## src/hw/nvsp_pkg.sv

```systemverilog
// constants, types and state layout for the nonvolatile access front end
// Functional notes
// - keep requesting the cpu clock in sleep while a write or erase runs
// - a debugger halt of the cpu freezes normal operation of this block
// - flash write and erase always act on one whole aligned page
// - loader section runs from zero to the loader fuse times 256 bytes
// - program section spans loader end to program end, the rest is data
// - program fuse zero with loader nonzero: program section reaches flash end
// - both fuses zero: the whole flash is the loader section
// - code in the loader section may write program and data sections
// - code in the program section may write the data section only
// - code in the data section writes neither flash nor eeprom
// - the program lock bit blocks program section updates until reset, the loader lock blocks no updates
// - no cpu write ever reaches the loader section
// - loader lock blocks data reads and fetches from the loader section
// - eeprom page erase and write touch only bytes marked in the page buffer, CMD_EEER erases every byte
// - the 32 byte user page survives a chip erase
// - the programming interface may write the user page on a locked part
// - an array read during a busy operation stalls the bus until done
// - eeprom programming never stops instruction fetch from flash
// - buffer loads and with old content, buffer returns to all ones
package nvsp_pkg;
	// ******************************
	// sizes and address map
	// ******************************
	localparam int FUSE_W = 8;
	localparam int AW = 16;
	localparam int DW = 32;
	localparam int BYTE_W = 8;
	localparam int BPW = 4;
	localparam int WORD_LSB = 2;
	localparam int PAGE_BYTES = 32;
	localparam int PAGE_LSB = 5;
	localparam int WIDX_W = 3;
	localparam int BLOCK_LSB = 8;
	localparam int REG_OFF_W = 8;
	localparam int CMD_W = 3;
	localparam logic [AW:0] FLASH_END = 17'h01000;
	localparam logic [AW-1:0] FLASH_BASE = 16'h8000;
	localparam logic [AW-1:0] FLASH_TOP = 16'h8fff;
	localparam logic [AW-1:0] REG_BASE = 16'h1000;
	localparam logic [AW-1:0] REG_TOP = 16'h10ff;
	localparam logic [AW-1:0] USER_BASE = 16'h1300;
	localparam logic [AW-1:0] USER_TOP = 16'h131f;
	localparam logic [AW-1:0] EE_BASE = 16'h1400;
	localparam logic [AW-1:0] EE_TOP = 16'h147f;
	// ******************************
	// registers, fields, commands
	// ******************************
	localparam logic [REG_OFF_W-1:0] REG_CMD = 8'h00;
	localparam logic [REG_OFF_W-1:0] REG_LOCK = 8'h04;
	localparam logic [REG_OFF_W-1:0] REG_ADDR = 8'h08;
	localparam logic [REG_OFF_W-1:0] REG_STATUS = 8'h0c;
	localparam int LOCK_PROG_BIT = 0;
	localparam int LOCK_LOADER_BIT = 1;
	localparam int ST_FBUSY = 0;
	localparam int ST_EBUSY = 1;
	localparam int ST_ERR = 2;
	localparam int ST_BOOT_LSB = 8;
	localparam int ST_APP_LSB = 16;
	localparam logic [CMD_W-1:0] CMD_WRITE = 3'h1;
	localparam logic [CMD_W-1:0] CMD_ERASE = 3'h2;
	localparam logic [CMD_W-1:0] CMD_ERWR = 3'h3;
	localparam logic [CMD_W-1:0] CMD_PBCLR = 3'h4;
	localparam logic [CMD_W-1:0] CMD_CHIP = 3'h5;
	localparam logic [CMD_W-1:0] CMD_EEER = 3'h6;
	localparam logic [1:0] HTRANS_NONSEQ = 2'h2;
	// ******************************
	// types
	// ******************************
	typedef enum logic [2:0] {BUS_IDLE, BUS_DATA, BUS_ARD, BUS_ARW, BUS_RESP} nvsp_bus_e;
	typedef enum logic [1:0] {SECT_BOOT, SECT_PROG, SECT_DATA} nvsp_sect_e;
	typedef enum logic [2:0] {RGN_NONE, RGN_REG, RGN_FLASH, RGN_EE, RGN_USER} nvsp_rgn_e;
	typedef struct packed {
		nvsp_bus_e bus;
		logic [AW-1:0] baddr;
		logic bwr;
		nvsp_rgn_e brgn;
		logic [DW-1:0] rdata;
		logic ready;
		logic resp;
		logic rd_req;
		logic [AW-1:0] raddr;
		logic [FUSE_W-1:0] fb;
		logic [FUSE_W-1:0] fa;
		logic cap;
		logic plock;
		logic llock;
		logic [AW-1:0] tgt;
		nvsp_rgn_e trgn;
		logic [PAGE_BYTES-1:0][BYTE_W-1:0] pbuf;
		logic [PAGE_BYTES-1:0] mark;
		logic fbusy;
		logic ebusy;
		logic err;
		logic start;
		logic [CMD_W-1:0] cmd;
		logic ofl;
		logic ous;
		logic [PAGE_BYTES-1:0] omask;
		logic slp;
		logic creq;
		logic fdeny;
	} nvsp_state_s;
endpackage

```

## src/hw/nvsp_access.sv

```systemverilog
// section protection and access front end of the nonvolatile controller
//
// Local design decisions: the AHB-Lite interface to the registers and the register addresses.
module nvsp_access
(
	// clock and reset
	input wire logic clk_sys,
	input wire logic rst,
	// ahb-lite register and memory port
	input wire logic hsel,
	input wire logic [nvsp_pkg::DW-1:0] haddr,
	input wire logic [1:0] htrans,
	input wire logic hwrite,
	input wire logic [2:0] hsize,
	input wire logic [nvsp_pkg::DW-1:0] hwdata,
	input wire logic hready,
	output logic [nvsp_pkg::DW-1:0] hrdata,
	output logic hreadyout,
	output logic hresp,
	// fuses and system state
	input wire logic [nvsp_pkg::FUSE_W-1:0] boot_section_end_fuse,
	input wire logic [nvsp_pkg::FUSE_W-1:0] app_code_section_end_fuse,
	input wire logic sleep,
	input wire logic dbg_halt,
	input wire logic ext_mode,
	input wire logic dev_locked,
	output logic clk_req,
	// cpu fetch side
	input wire logic [nvsp_pkg::AW-1:0] exec_addr,
	input wire logic [nvsp_pkg::AW-1:0] fetch_addr,
	output logic fetch_deny,
	output logic fetch_stall,
	// array read port
	output logic arr_rd_req,
	output logic [nvsp_pkg::AW-1:0] arr_addr,
	input wire logic [nvsp_pkg::DW-1:0] arr_rd_data,
	// array operation port
	output logic op_start,
	output logic [nvsp_pkg::CMD_W-1:0] op_cmd,
	output logic op_flash,
	output logic op_user,
	output logic [nvsp_pkg::AW-1:0] op_page,
	output logic [nvsp_pkg::PAGE_BYTES-1:0] op_mask,
	output logic [nvsp_pkg::PAGE_BYTES*nvsp_pkg::BYTE_W-1:0] op_data,
	input wire logic op_done
);
	import nvsp_pkg::*;

	// ******************************
	// state and section bounds
	// ******************************
	nvsp_state_s s;
	nvsp_state_s n;
	logic [AW:0] boot_end;
	logic [AW:0] app_raw;
	logic [AW:0] app_end;
	logic busy;
	logic accept;
	logic pb_load;
	logic pb_clr;
	logic tgt_ok;
	logic ee_ok;
	logic boot_read;
	nvsp_sect_e exec_sect;
	nvsp_sect_e fetch_sect;
	nvsp_sect_e tgt_sect;
	logic [PAGE_BYTES-1:0][BYTE_W-1:0] pb_new;
	logic [PAGE_BYTES-1:0] pb_hit;

	// section ends in bytes, whole 256 byte blocks
	assign app_raw = {1'b0, s.fa, {BLOCK_LSB{1'b0}}};
	assign boot_end = (s.fb == '0 && s.fa == '0) ? FLASH_END :
		{1'b0, s.fb, {BLOCK_LSB{1'b0}}};
	// a nonzero program fuse below the loader fuse collapses the program section
	assign app_end = (s.fa == '0) ? FLASH_END :
		((app_raw < boot_end) ? boot_end : app_raw);

	function automatic nvsp_sect_e sect_of(input logic [AW-1:0] off);
		if ({1'b0, off} < boot_end)
			return SECT_BOOT;
		if ({1'b0, off} < app_end)
			return SECT_PROG;
		return SECT_DATA;
	endfunction

	function automatic nvsp_rgn_e rgn_of(input logic [AW-1:0] a);
		if (a >= FLASH_BASE && a <= FLASH_TOP)
			return RGN_FLASH;
		if (a >= REG_BASE && a <= REG_TOP)
			return RGN_REG;
		if (a >= EE_BASE && a <= EE_TOP)
			return RGN_EE;
		if (a >= USER_BASE && a <= USER_TOP)
			return RGN_USER;
		return RGN_NONE;
	endfunction

	// write permission by origin of the executing code
	function automatic logic may_write(input nvsp_rgn_e r, input nvsp_sect_e t,
		input nvsp_sect_e e);
		if (ext_mode)
			return !dev_locked || r == RGN_USER;
		if (e == SECT_DATA)
			return 1'b0;
		case (r)
			RGN_FLASH:
			begin
				if (t == SECT_PROG)
					return e == SECT_BOOT && !s.plock;
				return t == SECT_DATA;
			end
			RGN_EE, RGN_USER: return 1'b1;
			default: return 1'b0;
		endcase
	endfunction

	// ******************************
	// decode helpers
	// ******************************
	assign busy = s.fbusy || s.ebusy;
	assign accept = hsel && hready && htrans == HTRANS_NONSEQ;
	assign exec_sect = sect_of(exec_addr);
	assign fetch_sect = sect_of(fetch_addr);
	assign tgt_sect = sect_of(s.tgt - FLASH_BASE);
	assign tgt_ok = may_write(s.trgn, tgt_sect, exec_sect);
	assign ee_ok = may_write(RGN_EE, SECT_DATA, exec_sect);
	// loads into the buffer wait while an operation still owns it
	assign pb_load = s.bus == BUS_DATA && s.bwr && !busy && !dbg_halt &&
		(s.brgn == RGN_FLASH || s.brgn == RGN_EE || s.brgn == RGN_USER);
	assign boot_read = !ext_mode && s.brgn == RGN_FLASH && s.llock &&
		sect_of(s.baddr - FLASH_BASE) == SECT_BOOT;

	// per byte buffer merge, new data anded into old content
	genvar g;
	for (g = 0; g < PAGE_BYTES; g++)
	begin : g_pb
		assign pb_hit[g] = pb_load &&
			s.baddr[PAGE_LSB-1:WORD_LSB] == WIDX_W'(g >> WORD_LSB);
		assign pb_new[g] = pb_hit[g] ?
			(s.pbuf[g] & hwdata[(g % BPW) * BYTE_W +: BYTE_W]) : s.pbuf[g];
	end

	// ******************************
	// next state
	// ******************************
	always_comb
	begin
		n = s;
		pb_clr = 1'b0;
		n.start = 1'b0;
		n.rd_req = 1'b0;
		n.slp = sleep;
		n.creq = busy || !sleep;
		n.fdeny = s.llock && fetch_sect == SECT_BOOT;
		// fuses caught once, on the first edge after reset
		if (!s.cap)
		begin
			n.fb = boot_section_end_fuse;
			n.fa = app_code_section_end_fuse;
			n.cap = 1'b1;
		end
		// a load also points the page target at its page
		if (pb_load)
		begin
			n.pbuf = pb_new;
			n.mark = s.mark | pb_hit;
			n.tgt = {s.baddr[AW-1:PAGE_LSB], {PAGE_LSB{1'b0}}};
			n.trgn = s.brgn;
		end
		// engine freezes under debug halt, yet an address shown ready is still taken
		if (!dbg_halt || (accept && (s.bus == BUS_IDLE || s.bus == BUS_RESP)))
		begin
			case (s.bus)
				BUS_IDLE, BUS_RESP:
				begin
					n.bus = BUS_IDLE;
					if (accept)
					begin
						n.baddr = haddr[AW-1:0];
						n.bwr = hwrite;
						n.brgn = rgn_of(haddr[AW-1:0]);
						n.ready = 1'b0;
						n.bus = BUS_DATA;
					end
				end
				BUS_DATA:
				begin
					if (s.bwr && s.brgn == RGN_REG)
					begin
						n.ready = 1'b1;
						n.bus = BUS_RESP;
						case (s.baddr[REG_OFF_W-1:0])
							REG_CMD:
							begin
								n.cmd = hwdata[CMD_W-1:0];
								if (busy)
									n.err = 1'b1;
								else
								begin
									case (hwdata[CMD_W-1:0])
										CMD_PBCLR: pb_clr = 1'b1;
										CMD_WRITE, CMD_ERASE, CMD_ERWR:
										begin
											if (tgt_ok)
											begin
												n.start = 1'b1;
												n.ofl = s.trgn == RGN_FLASH;
												n.ous = s.trgn == RGN_USER;
												// flash takes the page whole, eeprom only marks
												n.omask = (s.trgn == RGN_FLASH) ? '1 : s.mark;
												n.fbusy = s.trgn == RGN_FLASH;
												n.ebusy = s.trgn != RGN_FLASH;
											end
											else
												n.err = 1'b1;
										end
										CMD_CHIP:
										begin
											if (ext_mode)
											begin
												n.start = 1'b1;
												n.ofl = 1'b1;
												n.ous = 1'b0;
												n.omask = '1;
												n.fbusy = 1'b1;
											end
											else
												n.err = 1'b1;
										end
										CMD_EEER:
										begin
											if (ee_ok)
											begin
												n.start = 1'b1;
												n.ofl = 1'b0;
												n.ous = 1'b0;
												n.omask = '1;
												n.ebusy = 1'b1;
											end
											else
												n.err = 1'b1;
										end
										default: n.err = s.err;
									endcase
								end
							end
							REG_LOCK:
							begin
								// set only, nothing but reset clears them
								n.plock = s.plock || hwdata[LOCK_PROG_BIT];
								n.llock = s.llock || hwdata[LOCK_LOADER_BIT];
							end
							REG_ADDR:
							begin
								n.tgt = {hwdata[AW-1:PAGE_LSB], {PAGE_LSB{1'b0}}};
								n.trgn = rgn_of(hwdata[AW-1:0]);
							end
							REG_STATUS:
							begin
								if (hwdata[ST_ERR])
									n.err = 1'b0;
							end
							default: n.err = s.err;
						endcase
					end
					else if (s.bwr)
					begin
						// unmapped writes vanish, buffer loads wait for idle
						if (!busy || s.brgn == RGN_NONE)
						begin
							n.ready = 1'b1;
							n.bus = BUS_RESP;
						end
					end
					else if (s.brgn == RGN_REG)
					begin
						n.rdata = '0;
						case (s.baddr[REG_OFF_W-1:0])
							REG_CMD: n.rdata[CMD_W-1:0] = s.cmd;
							REG_LOCK:
							begin
								n.rdata[LOCK_PROG_BIT] = s.plock;
								n.rdata[LOCK_LOADER_BIT] = s.llock;
							end
							REG_ADDR: n.rdata[AW-1:0] = s.tgt;
							REG_STATUS:
							begin
								n.rdata[ST_FBUSY] = s.fbusy;
								n.rdata[ST_EBUSY] = s.ebusy;
								n.rdata[ST_ERR] = s.err;
								n.rdata[ST_BOOT_LSB +: FUSE_W] = s.fb;
								n.rdata[ST_APP_LSB +: FUSE_W] = s.fa;
							end
							default: n.rdata = '0;
						endcase
						n.ready = 1'b1;
						n.bus = BUS_RESP;
					end
					else if (s.brgn == RGN_NONE || boot_read)
					begin
						n.rdata = '0;
						n.ready = 1'b1;
						n.bus = BUS_RESP;
					end
					else if (!busy)
					begin
						n.rd_req = 1'b1;
						n.raddr = s.baddr;
						n.bus = BUS_ARD;
					end
				end
				BUS_ARD: n.bus = BUS_ARW;
				BUS_ARW:
				begin
					n.rdata = arr_rd_data;
					n.ready = 1'b1;
					n.bus = BUS_RESP;
				end
				default: n.bus = BUS_IDLE;
			endcase
		end
		// end of an operation frees the buffer back to all ones
		if (op_done)
		begin
			n.fbusy = 1'b0;
			n.ebusy = 1'b0;
			pb_clr = 1'b1;
		end
		if ((s.slp && !sleep) || pb_clr)
		begin
			n.pbuf = '1;
			n.mark = '0;
		end
	end

	// state register, buffer comes up erased
	always_ff @(posedge clk_sys)
	begin
		if (rst)
		begin
			s <= '0;
			s.pbuf <= '1;
			s.ready <= 1'b1;
		end
		else
			s <= n;
	end

	// ******************************
	// outputs
	// ******************************
	assign hrdata = s.rdata;
	assign hreadyout = s.ready;
	assign hresp = s.resp;
	assign clk_req = s.creq;
	assign fetch_deny = s.fdeny;
	assign fetch_stall = s.fbusy;
	assign arr_rd_req = s.rd_req;
	assign arr_addr = s.raddr;
	assign op_start = s.start;
	assign op_cmd = s.cmd;
	assign op_flash = s.ofl;
	assign op_user = s.ous;
	assign op_page = s.tgt;
	assign op_mask = s.omask;
	assign op_data = s.pbuf;

	// ******************************
	// checks
	// ******************************
	a_loader_never_written: assert property (@(posedge clk_sys) disable iff (rst)
		s.start && s.ofl && s.cmd != CMD_CHIP |-> tgt_sect != SECT_BOOT)
		else $error("flash operation aimed at loader section");
	a_read_stalls: assert property (@(posedge clk_sys) disable iff (rst)
		s.bus == BUS_DATA && !s.bwr && busy && !dbg_halt &&
		s.brgn != RGN_REG && s.brgn != RGN_NONE && !boot_read |=> s.bus == BUS_DATA && !s.ready)
		else $error("array read not stalled while busy");
	a_locks_sticky: assert property (@(posedge clk_sys) disable iff (rst)
		!$fell(s.plock) && !$fell(s.llock))
		else $error("lock bit cleared without reset");
	a_fuse_held: assert property (@(posedge clk_sys) disable iff (rst)
		s.cap |=> $stable(s.fb) && $stable(s.fa) && s.cap)
		else $error("fuse copy changed after capture");
	a_fetch_denied: assert property (@(posedge clk_sys) disable iff (rst)
		s.llock && fetch_sect == SECT_BOOT |=> fetch_deny)
		else $error("locked loader fetch not denied");
	a_clock_kept: assert property (@(posedge clk_sys) disable iff (rst)
		busy |=> clk_req)
		else $error("clock request dropped while busy");
	a_data_exec_blocked: assert property (@(posedge clk_sys) disable iff (rst)
		s.start |-> $past(ext_mode) || $past(exec_sect) != SECT_DATA)
		else $error("operation launched from data section code");
	a_flash_whole_page: assert property (@(posedge clk_sys) disable iff (rst)
		s.start && s.ofl |-> s.omask == '1 && s.tgt[PAGE_LSB-1:0] == '0)
		else $error("partial flash page operation");
	a_buffer_erased: assert property (@(posedge clk_sys) disable iff (rst)
		op_done |=> s.pbuf == '1 && s.mark == '0)
		else $error("page buffer not erased after operation");
	a_debug_freeze: assert property (@(posedge clk_sys) disable iff (rst)
		dbg_halt |=> !s.start && ($stable(s.bus) || $past(accept)))
		else $error("bus engine moved during debug halt");
endmodule

```

## config.mk

```make
export PLATFORM = sky130hd
export DESIGN_NAME = nvsp_access
export DESIGN_NICKNAME = d
export VERILOG_FILES = /design/src/hw/nvsp_pkg.sv /design/src/hw/nvsp_access.sv
export SDC_FILE = /design/constraint.sdc
export NUM_CORES = 1
export LEC_CHECK = 0
export BUFFER_PORTS_ARGS = -buffer_cell sky130_fd_sc_hd__buf_4
export CAP_MARGIN = 20
export CORE_ASPECT_RATIO = 0.9
export CORE_MARGIN = 2
export CORE_UTILIZATION = 35
export CTS_BUF_LIST = sky130_fd_sc_hd__clkbuf_4
export CTS_CLUSTER_SIZE = 12
export DETAILED_ROUTE_END_ITERATION = 8
export GPL_ROUTABILITY_DRIVEN = 0
export HOLD_SLACK_MARGIN = 0.12
export SKIP_CTS_REPAIR_TIMING = 1
export SLEW_MARGIN = 5
export SYNTH_ARGS = -nofsm -noshare
export SYNTH_HDL_FRONTEND = slang
export SYNTH_SLANG_ARGS = --single-unit
```

## constraint.sdc

```tcl
create_clock -name clk_sys -period 6.15 [get_ports clk_sys]
set_clock_uncertainty 0.2 [all_clocks]
set_input_delay 0.3075 -clock clk_sys [delete_from_list [all_inputs] [get_ports clk_sys]]
set_output_delay 0.3075 -clock clk_sys [all_outputs]
set_load 0.02 [all_outputs]
```

==> impl_results.md <==
- Outcome: finished clean
- Worst Hold Class: in2reg
- Max_slew headroom: 24.8%
- Final-report hold violation count: 0
- Syn nets: about 2400
- #FFs+latches synth: 443
- Root cell of the clock tree: clkbuf_4
- CTS clk-pin slew, worst paths: roughly 80 ps
- Least-Margin Pin Slew: roughly 1100 ps
- Top_reg_cell synth: dfxtp_1
- Unrepaired setup endpoints after global routing: false
- Synth Warn #: 0
- Global-route wire length before repair: between 90 and 100 mm
- EDFF count, synth: 0
- Initial DRC Count: 1368
- DRC viols: 0
- CP Max Fanout: 20
- Data arrival, critical path: between 6000 and 7000 ps
- # IOs: approximately 520
- Initial antenna violation count: 8
- Buffers & Inverters on Critical Path: 2
- CORE AREA: around 54000 um2
- Clk_lat worst skew: roughly 890 ps
- DP HPWL: ~43 mm
- IO Port Bufs: around 500
- Vias: ~17000
- Post-route ant nets: 0
- Slowest CP cell: a2111oi_1
- Final Max Slew Viols: 0
- Most frequent cells after synthesis: dfxtp_1 (443), buf_4 (357), nand2_1 (356), o21ai_0 (270), clkbuf_1 (118)
- Die area: ~57000 um2
- Count leader, synth: dfxtp_1
- Fin Hold WS: ~170 ps
- Die Height: about 230 um
- Fin nets: 2760
- Core Rows: 81
- Avg Inst Size Synth: roughly 8.7 um2
- Worst path max stage delay: between 500 and 600 ps
- GRT Residual Overflow: 0
- Top cells by area, synth: dfxtp_1 (46%), buf_4 (14%), o21ai_0 (7.1%)
- Final worst-path cycle share: between 90% and 100%
- Synth top area share: 46.4%
- Cell family with most CP delay: compound AO/OA/AOI/OAI gates
- Dominant cell type by area after synthesis: dfxtp_1
- Final Setup Violations: 0
- Worst-path cell chain: nor4_1 -> and2_1 -> a31oi_1 -> ha_1 -> a21oi_1 -> o21ai_0 -> a21oi_1 -> buf_4 -> mux2_2 -> nand2_1 -> ha_1 -> a21oi_1 -> nor2_1 -> a2111oi_1 -> o211ai_1 -> a211o_1 -> and4_1 -> buf_16 -> a21oi_1 -> nor3_1
- CP startpoint kind: flop
- Crit path time final: about 5700 ps
- WS Path Type: reg2reg
- Clock Path Buffers: 3
- Max frequency: ~0.17 GHz
- CTS tree: yes
- Filler Cell Count: 5187
- Synth-to-layout area growth: 27.1%
- Max VDD drop: about 0.14 mV
- Detailed-router iteration count before antenna repair: 9
- Initial core utilization: 35.3%
- Clk sink count: 443
- Routed wire per std cell: between 15 and 20 um
- Pin count of the biggest net entering global routing: 257
- Die Width: approximately 250 um
- Mapped Cells: about 2200
- Crit. End Element: flop
- Req. time, crit path: between 6000 and 7000 ps
- Distinct cells, synth: 65
- Critical path's most frequent cell: a21oi_1
- Ys async rst share: 0%
- Share of cells above drive strength 1: 27.0%
- Leak: approximately 9.6 nW
- Htree depth: 3
- Total Wirelength: 64.9 mm
- Total global-route track usage: around a fifth
- Power Dens Cells: between 200 and 250 nW/um2
- Clock buffer count from CTS: 114
- Seq/Total Area, Yosys: between 40% and 50%
- Vias in the first global route: 14884
- Mean number of vias per cell: approximately 5.1
- Setup tns final: 0 ps
- Cell Area, Synth: about 19000 um2
- MaxCap Viol Count: 0
[kinds of logic after synthesis]
logic type | Yosys count | synth area share (%)
adders and majority gates | 49 | 3.21
buffers and inverters | 507 | 17.2
other | 1 | 0.0196
xor gates and xnor gates | 1 | 0.0458
AOI/OAI and AO/OA | 490 | 15.2
DFF | 443 | 46.4
muxes | 44 | 2.48
and+or+nand+nor | 664 | 15.5
[metrics by stage]
step	instances	power [mW]	util (%)	area, um2	worst slack [ps]
final	3341	5.85	44.9	24300	407
after global routing	3339	6.12	44.9	24300	74.8
after CTS	3112	5.81	40.7	22000	566
after detailed placement	2921	3.33	38.2	20700	650
after global placement	2920	3.32	38.1	20600	580
after floorplan	2199	3.16	-	19100	1380
[power breakdown]
group,internal (mW),switching (mW),total (mW)
clock,1.26,1.21,2.47
sequential,2.88,0.0209,2.90
combinational,0.219,0.259,0.478
total,4.36,1.49,5.85
[layout by cell type, fill, tap and decap left out, drive strengths merged, types with 19 or more instances in the layout]
cell and count:
buf 511, dfxtp 443, nand2 356, o21ai 272, dlygate4sd3 218, clkbuf 159, nor2 113, a21oi 81
nor3 66, ha 49, nor4 45, mux2i 35, o21a 35, clkinv 25, inv 19
[path summary, 6_finish.rpt]
kind | startpoint | endpoint | slack, ps | cells after the start
worst max register to register | app_raw[14]$_SDFFE_PP0N_ | op_mask[13]$_SDFFE_PP0P_ | 410 | 20
worst min-delay path | hwdata[3] | op_data[3]$_SDFFE_PP1P_ | 170 | 4
worst min register to register | op_data[136]$_SDFFE_PP1P_ | op_data[136]$_SDFFE_PP1P_ | 260 | 2
worst max-delay path | app_raw[14]$_SDFFE_PP0N_ | op_mask[13]$_SDFFE_PP0P_ | 410 | 20
[worst reg2reg max path: cells and delay by family (launching register included)]
family	cells	cell delay, ps
multiplexers	1	340
flip-flops	1	400
buffers and inverters	2	470
AO/OA/AOI/OAI	9	2160
adder cells (fa/ha/maj)	2	530
AND/OR/NAND/NOR	6	1450
[sequential cells by signal (all words and copies together) (netlist names), 3 cells and up]
| signal | count |
|---|---|
| op_cmd | 3 |
| op_page | 16 |
| app_raw | 8 |
| hrdata | 32 |
| op_data | 256 |
| s | 72 |
| arr_addr | 16 |
| op_mask | 32 |
[per-layer routing]
metal,GRT usage [%],vias up,routed length (um)
li1,-,7926,-
met5,0,-,0
met4,8.36,0,2120
met3,5.36,140,4740
met1,26.9,8142,27700
met2,32.8,672,30400
[cell type report]
class	count	area, um2	area share (%)
timing repair buffer	729	6080	25.0
inverter	15	56.3	0.232
antenna	9	22.5	0.0927
clock buffer	159	1190	4.91
clock inverter	32	183	0.752
tap	705	882	3.63
multi-input combinational	1249	7010	28.9
sequential	443	8870	36.5
Note: power is estimated with default switching activity, not from simulation.
